==> src/pph_pkg.sv <==
// pph_pkg: shared constants, modes, states and carriers for the parallel host port
// assumes a single 200 MHz reference clock for the whole block
package pph_pkg;

    ////////////////////////////////////////////////////////////////////////////////
    // strap codes that give the pins to the parallel port
    localparam logic [2:0] CHIP_MODE_PP_A = 3'h2;
    localparam logic [2:0] CHIP_MODE_PP_B = 3'h1;

    // control line positions; a set bit means the line is asserted (pin low)
    localparam int CTL_W      = 4;
    localparam int CTL_STROBE = 0;
    localparam int CTL_AUTOLF = 1;
    localparam int CTL_INIT   = 2;
    localparam int CTL_SELIN  = 3;

    localparam int DATA_W = 8;
    localparam int CNT_W  = 16;

    ////////////////////////////////////////////////////////////////////////////////
    // timing, in ns, and derived cycle counts (least times round up)
    localparam int CLK_MHZ     = 200;
    localparam int T_SETUP_NS  = 500;
    localparam int T_STROBE_NS = 500;
    localparam int T_HOLD_NS   = 500;
    localparam int T_INIT_NS   = 50000;
    localparam int SETUP_CYC   = (T_SETUP_NS * CLK_MHZ + 999) / 1000;
    localparam int STROBE_CYC  = (T_STROBE_NS * CLK_MHZ + 999) / 1000;
    localparam int HOLD_CYC    = (T_HOLD_NS * CLK_MHZ + 999) / 1000;
    localparam int INIT_CYC_DFLT = (T_INIT_NS * CLK_MHZ + 999) / 1000;

    ////////////////////////////////////////////////////////////////////////////////
    typedef enum logic [2:0] {
        PM_SPP    = 3'h0,
        PM_NIBBLE = 3'h1,
        PM_BYTE   = 3'h2,
        PM_ECP    = 3'h3,
        PM_NEGOT  = 3'h4
    } pph_mode_t;

    typedef enum logic [6:0] {
        ST_IDLE   = 7'h01,
        ST_BUSYW  = 7'h02,
        ST_SETUP  = 7'h04,
        ST_STROBE = 7'h08,
        ST_HOLD   = 7'h10,
        ST_ACKW   = 7'h20,
        ST_INIT   = 7'h40
    } pph_state_t;

    // peripheral status, each bit true when the condition holds
    typedef struct packed {
        logic busy;
        logic paper_end;
        logic online;
        logic fault;
        logic ack;
    } pph_status_t;

    typedef struct packed {
        logic [CTL_W-1:0] out;
        logic [CTL_W-1:0] oe;
    } pph_ctl_pins_t;

    typedef struct packed {
        pph_state_t         st;
        logic [CNT_W-1:0]   cnt;
        logic               strap_done;
        logic               active;
        pph_mode_t          mode;
        logic               rev;
        logic               dir;
        logic [DATA_W-1:0]  data;
        logic               data_oe;
        logic               strobe;
        logic               init;
        logic               sel;
        logic               autolf;
        logic               tx_ready;
        logic [DATA_W-1:0]  rx_data;
        logic               rx_valid;
        logic               ack_d;
        pph_status_t        status;
    } pph_regs_t;

endpackage
==> src/pph_ctl_drv.sv <==
// pph_ctl_drv: registered drivers for the four host control lines
// assumes the caller gives asserted levels; pin low means asserted
`timescale 1ns/1ps

module pph_ctl_drv
    import pph_pkg::*;
(
    input  wire logic             i_ref_clk,
    input  wire logic             i_rst,
    input  wire logic             i_active,
    input  wire logic             i_open_drain,
    input  wire logic [CTL_W-1:0] i_assert,
    output pph_ctl_pins_t         o_pins
);

    pph_ctl_pins_t pins_ff;
    pph_ctl_pins_t nxt_pins;

    ////////////////////////////////////////////////////////////////////////////////
    // open drain or push pull
    always_comb begin
        nxt_pins = '0;
        for (int i = 0; i < CTL_W; i++) begin
            if (!i_active) begin
                nxt_pins.out[i] = 1'b0;
                nxt_pins.oe[i]  = 1'b0;
            end else if (i_open_drain) begin
                // only pull low; the external pull-up gives the high level
                nxt_pins.out[i] = 1'b0;
                nxt_pins.oe[i]  = i_assert[i];
            end else begin
                nxt_pins.out[i] = ~i_assert[i];
                nxt_pins.oe[i]  = 1'b1;
            end
        end
    end

    always_ff @(posedge i_ref_clk or posedge i_rst) begin
        if (i_rst) begin
            pins_ff <= '0;
        end else begin
            pins_ff <= nxt_pins;
        end
    end

    assign o_pins = pins_ff;

endmodule

==> src/pph_host_port.sv <==
// pph_host_port: host end of a 1284 parallel port (control, status, data, direction)
// assumes pins are synchronous to i_ref_clk and the strap is stable at reset release
`timescale 1ns/1ps

// Overview of operation
// data held valid while strobe low
// open drain in spp, push pull otherwise
// init pulse low resets link to idle
// select-in low selects the peripheral
// autofeed low requests automatic line feed
// peripheral pulses ack after taking byte
// peripheral holds busy while not ready
// paper end reported, fault also low
// peripheral drives select high when online
// fault low reports peripheral specific error
// data host driven, unused nibble, else bidirectional
// direction output for external transceivers
// active only for the two strap codes
// wait busy low, data steady during strobe
module pph_host_port
    import pph_pkg::*;
#(
    parameter int INIT_CYC = INIT_CYC_DFLT
)(
    input  wire logic              i_ref_clk,
    input  wire logic              i_rst,
    input  wire logic [2:0]        i_chip_mode,
    input  pph_mode_t              i_port_mode,
    input  wire logic              i_dir_rev,
    input  wire logic              i_init_req,
    input  wire logic              i_select_req,
    input  wire logic              i_autolf_req,
    input  wire logic              i_tx_valid,
    input  wire logic [DATA_W-1:0] i_tx_data,
    output logic                   o_tx_ready,
    output logic [DATA_W-1:0]      o_rx_data,
    output logic                   o_rx_valid,
    output pph_status_t            o_status,
    output logic                   o_port_active,
    input  wire logic              i_ack_n,
    input  wire logic              i_busy,
    input  wire logic              i_paper_end,
    input  wire logic              i_select,
    input  wire logic              i_fault_n,
    input  wire logic [DATA_W-1:0] i_data_in,
    output logic [DATA_W-1:0]      o_data_out,
    output logic                   o_data_oe,
    output logic                   o_transfer_direction_out,
    output pph_ctl_pins_t          o_ctl
);

    pph_regs_t q_ff;
    pph_regs_t nxt_q;
    logic      ack_fall;

    function automatic logic cnt_hit(input logic [CNT_W-1:0] cnt, input int lim);
        cnt_hit = (cnt == CNT_W'(lim - 1));
    endfunction

    // inbound means the peripheral owns the data lines
    function automatic logic is_inbound(input pph_mode_t mode, input logic rev);
        is_inbound = (mode == PM_NIBBLE) || (rev && (mode == PM_BYTE || mode == PM_ECP));
    endfunction

    assign ack_fall = q_ff.ack_d && !i_ack_n;

    ////////////////////////////////////////////////////////////////////////////////
    always_comb begin
        nxt_q          = q_ff;
        nxt_q.rx_valid = 1'b0;
        nxt_q.tx_ready = 1'b0;
        nxt_q.ack_d    = i_ack_n;
        // status lines are only mirrored; their meaning belongs to the peripheral
        nxt_q.status.busy      = i_busy;
        nxt_q.status.paper_end = i_paper_end;
        nxt_q.status.online    = i_select;
        nxt_q.status.fault     = !i_fault_n;
        nxt_q.status.ack       = !i_ack_n;
        nxt_q.sel              = i_select_req;
        nxt_q.autolf           = i_autolf_req;

        // strap catch after release
        if (!q_ff.strap_done) begin
            nxt_q.strap_done = 1'b1;
            nxt_q.active     = (i_chip_mode == CHIP_MODE_PP_A) || (i_chip_mode == CHIP_MODE_PP_B);
        end

        case (q_ff.st)
            ST_IDLE: begin
                if (q_ff.tx_ready && i_tx_valid) begin
                    // keep the mode that ready was granted for
                    nxt_q.data = i_tx_data;
                    nxt_q.st   = ST_BUSYW;
                end else begin
                    // mode and direction change only between bytes
                    nxt_q.mode     = i_port_mode;
                    nxt_q.rev      = i_dir_rev;
                    // no byte offered while inbound
                    nxt_q.tx_ready = q_ff.active && !is_inbound(i_port_mode, i_dir_rev) && !i_init_req;
                end
                if (q_ff.dir && q_ff.mode != PM_NIBBLE && ack_fall) begin
                    nxt_q.rx_data  = i_data_in;
                    nxt_q.rx_valid = 1'b1;
                end
            end
            ST_BUSYW: begin
                // wait for busy low
                if (!i_busy) begin
                    nxt_q.st  = ST_SETUP;
                    nxt_q.cnt = '0;
                end
            end
            ST_SETUP: begin
                nxt_q.cnt = q_ff.cnt + 1'b1;
                if (cnt_hit(q_ff.cnt, SETUP_CYC)) begin
                    nxt_q.st     = ST_STROBE;
                    nxt_q.cnt    = '0;
                    nxt_q.strobe = 1'b1;
                end
            end
            ST_STROBE: begin
                // data stays latched
                nxt_q.cnt = q_ff.cnt + 1'b1;
                if (cnt_hit(q_ff.cnt, STROBE_CYC)) begin
                    nxt_q.st     = ST_HOLD;
                    nxt_q.cnt    = '0;
                    nxt_q.strobe = 1'b0;
                end
            end
            ST_HOLD: begin
                nxt_q.cnt = q_ff.cnt + 1'b1;
                if (cnt_hit(q_ff.cnt, HOLD_CYC)) begin
                    nxt_q.st = ST_ACKW;
                end
            end
            ST_ACKW: begin
                // byte done on ack
                if (ack_fall) begin
                    nxt_q.st = ST_IDLE;
                end
            end
            ST_INIT: begin
                nxt_q.cnt = q_ff.cnt + 1'b1;
                if (cnt_hit(q_ff.cnt, INIT_CYC)) begin
                    nxt_q.st   = ST_IDLE;
                    nxt_q.init = 1'b0;
                    nxt_q.mode = PM_SPP;
                end
            end
            default: begin
                nxt_q.st = ST_IDLE;
            end
        endcase

        // init pulse overrides
        // a peripheral that never acks can only be freed this way
        if (q_ff.active && i_init_req && q_ff.st != ST_INIT) begin
            nxt_q.st       = ST_INIT;
            nxt_q.cnt      = '0;
            nxt_q.init     = 1'b1;
            nxt_q.strobe   = 1'b0;
            nxt_q.tx_ready = 1'b0;
            nxt_q.rev      = 1'b0;
        end

        // direction
        nxt_q.dir = is_inbound(nxt_q.mode, nxt_q.rev);
        // data ownership
        nxt_q.data_oe = nxt_q.active && !nxt_q.dir;
        if (!nxt_q.active) begin
            nxt_q.st       = ST_IDLE;
            nxt_q.strobe   = 1'b0;
            nxt_q.init     = 1'b0;
            nxt_q.tx_ready = 1'b0;
            nxt_q.dir      = 1'b0;
        end
    end

    always_ff @(posedge i_ref_clk or posedge i_rst) begin
        if (i_rst) begin
            q_ff       <= '0;
            q_ff.st    <= ST_IDLE;
            q_ff.mode  <= PM_SPP;
            q_ff.ack_d <= 1'b1;
        end else begin
            q_ff <= nxt_q;
        end
    end

    ////////////////////////////////////////////////////////////////////////////////
    // select-in, R5: autofeed, R2: driver style
    pph_ctl_drv pph_ctl_drv_inst (
        .i_ref_clk    (i_ref_clk),
        .i_rst        (i_rst),
        .i_active     (q_ff.active),
        .i_open_drain (q_ff.mode == PM_SPP),
        .i_assert     ({q_ff.sel, q_ff.init, q_ff.autolf, q_ff.strobe}),
        .o_pins       (o_ctl)
    );

    assign o_tx_ready               = q_ff.tx_ready;
    assign o_rx_data                = q_ff.rx_data;
    assign o_rx_valid               = q_ff.rx_valid;
    assign o_status                 = q_ff.status;
    assign o_port_active            = q_ff.active;
    assign o_data_out               = q_ff.data;
    assign o_data_oe                = q_ff.data_oe;
    assign o_transfer_direction_out = q_ff.dir;
endmodule

==> config.mk <==
export PLATFORM = sky130hd
export DESIGN_NAME = pph_host_port
export DESIGN_NICKNAME = d
export VERILOG_FILES = /design/src/pph_pkg.sv /design/src/pph_ctl_drv.sv /design/src/pph_host_port.sv
export SDC_FILE = /design/constraint.sdc
export NUM_CORES = 1
export LEC_CHECK = 0
export BUFFER_PORTS_ARGS = -buffer_cell sky130_fd_sc_hd__buf_4
export CORE_MARGIN = 5
export CORE_UTILIZATION = 30
export DETAILED_ROUTE_END_ITERATION = 6
export GPL_ROUTABILITY_DRIVEN = 0
export MAX_ROUTING_LAYER = met4
export SLEW_MARGIN = 20
export SYNTH_ARGS = -nofsm -noshare
export SYNTH_HDL_FRONTEND = slang
export SYNTH_SLANG_ARGS = --single-unit
==> constraint.sdc <==
create_clock -name i_ref_clk -period 2.6 [get_ports i_ref_clk]
set_clock_uncertainty 0.1 [all_clocks]
set_input_delay 0.26 -clock i_ref_clk [delete_from_list [all_inputs] [get_ports i_ref_clk]]
set_output_delay 0.26 -clock i_ref_clk [all_outputs]
set_load 0.02 [all_outputs]
==> flow_metrics.tcl <==
set metrics [dict create \
    outcome "finished, final reports clean" \
    synthCells 323 \
    ios 68 \
    drt_iter0_markers 143 \
    fp.dieH_um 114 \
    vias 2593 \
    antennaDiodeCount 0 \
    cts_buffer_depth 2 \
    dieArea_um2 12900 \
    synth_nets 358 \
    cp.required_ns 2.75 \
    top_usage_layer "met2" \
    netlist_area_um2 3230 \
    rsz0062_at_grt "no" \
    drv_slew 0 \
    clkTransAtPathRegs_ns 0.08 \
    drc_errors 0 \
    wire_per_inst_um 14.1 \
    pwr-share-seq_pct 44.7 \
    fin_crit_sh_pct 92.8 \
    drv_cap 0 \
    gr-total-overflow 0 \
    crit_slowest_cell "dfstp_2" \
    core-area_um2 10400 \
    clk_latency_ns 0.35 \
    final_hold_viol_count 0 \
    cts_tree "done" \
    grt_max_degree 35 \
    placed_cells 509 \
    critPathTopFamily "simple AND/OR/NAND/NOR gates" \
    power_mw 2.68 \
    hpwl_um 5690 \
    met3_usage_pct 3.66 \
    layout-drive-gt1-share_pct 28.6 \
    path_cells "or4b_4, nor3b_2, mux2i_1, nor2_1, mux2_1, and3_1" \
    ys.flop_type "dfrtp_1" \
    crit_buf_inv 0 \
    worstSetupPathType "reg2reg" \
    pwr-share-comb_pct 18.8 \
    synth_edf_count 0 \
    cts_buffers 9 \
    final_cell_mix "78 x buf_4, 65 x dfrtp_1, 51 x nand2_1" \
    crit_path_max_fanout 6 \
    end_kind "flop" \
    max_stage_delay_ns 0.60 \
    grt_use_met1_pct 15.3 \
    max_freq_mhz 414 \
    start_util_pct 31.0 \
    wl_um 7630 \
    p_per_area_nw_per_um2 639 \
    ant_nets 0 \
    die_w_um 114 \
    viasPerCell 4.79 \
    antenna_found_initial 0 \
    tns_ns 0 \
    hp-class "in2reg" \
    cts_setup_buffers 0 \
    first_pass_iters 4 \
    synth_area_per_cell_um2 9.99 \
    setup_viol 0 \
    area_growth_pct 30.0 \
    cp.arrival_ns 2.56 \
    io_buffer_count 67 \
    whs_ns 0.0355 \
    yosysSeqAreaShare_pct 52.0 \
    critPathLaunchType "flop" \
    p_int_mw 1.92 \
    cts_sinks 67 \
    p_sw_mw 0.759 \
    nets 435 \
    clockPowerShare_pct 36.5 \
    grt_pass1_wl_um 12600 \
    ir_worst_vdd_uv 250 \
    track_usage_pct 12.6 \
    fin_cells 541 \
    synthArstFlopShare_pct 100 \
    ys_warn_count 0 \
    final_common_cell "buf_4" \
    min_period_ns 2.41 \
    synth_cell_types 56 \
    total_leakage_power_nw 1.97 \
    switching_share_pct 28.3 \
    grt_pass1_vias 2598 \
    use_met2_pct 19.5 \
    clockRootBuffer "clkbuf_8" \
    htree_levels 3 \
    num_rows 37 \
    synth_seq_cells 67 \
]
power by group through the flow:
stage / Combinational [mW] / Clock (mW) / Sequential, mW
final: 0.504 / 0.979 / 1.20
after global routing: 0.549 / 1.05 / 1.21
after CTS: 0.510 / 1.01 / 1.20
after detailed placement: 0.490 / 0 / 1.22
after global placement: 0.485 / 0 / 1.22
after floorplan: 0.339 / 0 / 1.23
worst paths after layout:
| check | cells past startpoint | startpoint | to | slack, ns |
|---|---|---|---|---|
| worst max-delay path | 6 | q_ff[52] | o_transfer_direction_out | 0.19 |
| worst min register to register | 1 | q_ff[16] | pph_ctl_drv_inst.o_pins[5] | 0.33 |
| worst max register to register | 6 | q_ff[52] | o_transfer_direction_out | 0.19 |
| min in group asynchronous | 4 | i_rst | o_data_out[5] | 0.46 |
| max in group asynchronous | 4 | i_rst | q_ff[52] | 1.60 |
| worst min-delay path | 2 | i_tx_data[3] | o_data_out[3] | 0.04 |
sequential cells by signal, summed over array words and instances, names as in the netlist:
register and count:
o_data_oe 1, o_data_out 8, o_port_active 1, o_rx_data 8, o_rx_valid 1, o_status 5
o_transfer_direction_out 1, o_tx_ready 1, pph_ctl_drv_inst.o_pins 8, q_ff 33
cell families after synthesis:
logic type      count (synthesis)  synth area share (%)
compound gates                 54                  11.4
flops                          67                  52.0
fa+ha+maj                       1                 0.388
mux                            16                  5.35
other cells                     1                 0.116
simple gates                  137                  21.8
xor+xnor                        6                  1.63
buf+inv                        41                  7.33
metrics by stage:
step	cell area (um2)	setup WS, ns	utilization, %
after floorplan	3230	0.220	-
after global placement	3800	0.286	36.4
after detailed placement	3800	0.209	36.4
after CTS	4180	0.180	40.1
after global routing	4200	0.0706	40.3
final	4200	0.186	40.3
synth_stat cells (all sizes together) (2+ instances only):
library cell	count	area share, %
or3	3	0.58
buf	23	5.2
inv	12	1.4
nand2b	2	0.39
o31ai	4	1.1
nand3b	3	0.70
nor2b	2	0.39
o21ai	13	2.1
a21oi	16	2.5
or4	2	0.46
o32a	2	0.62
mux2i	6	1.9
clkbuf	5	0.62
nor3	10	1.9
nor2	22	2.6
xnor2	5	1.4
nand3	15	2.3
nor4bb	2	0.62
nand4b	2	0.54
nand4	5	0.97
mux2	10	3.5
a211oi	2	0.46
dfrtp	65	50
nand2	51	5.9
a31oi	2	0.39
a22o	3	0.81
a22oi	3	0.70
and3	6	1.2
nor3b	5	1.3
a21o	2	0.46
nor4	3	0.78
dfstp	2	1.6
what timing repair did:
item                                   4_1_cts  5_1_grt
gates resized for setup                      0        2
endpoints found under the hold margin       81        0
hold buffers                                16        0
setup endpoints to repair                    0        2
metal layers:
metal	vias to the layer above	wire, um
met3	10	568
li1	1277	-
met4	0	109
met2	75	3560
met5	-	0
met1	1231	3400
area by class of cell:
class | count | area (um2)
fill | 1028 | 6220
sequential | 67 | 1680
multi-input combinational | 215 | 1330
timing repair buffer | 94 | 746
tap | 136 | 170
clock buffer | 9 | 124
clock inverter | 7 | 100
inverter | 13 | 48.8
No activity file was read; power rests on OpenSTA's default activity.
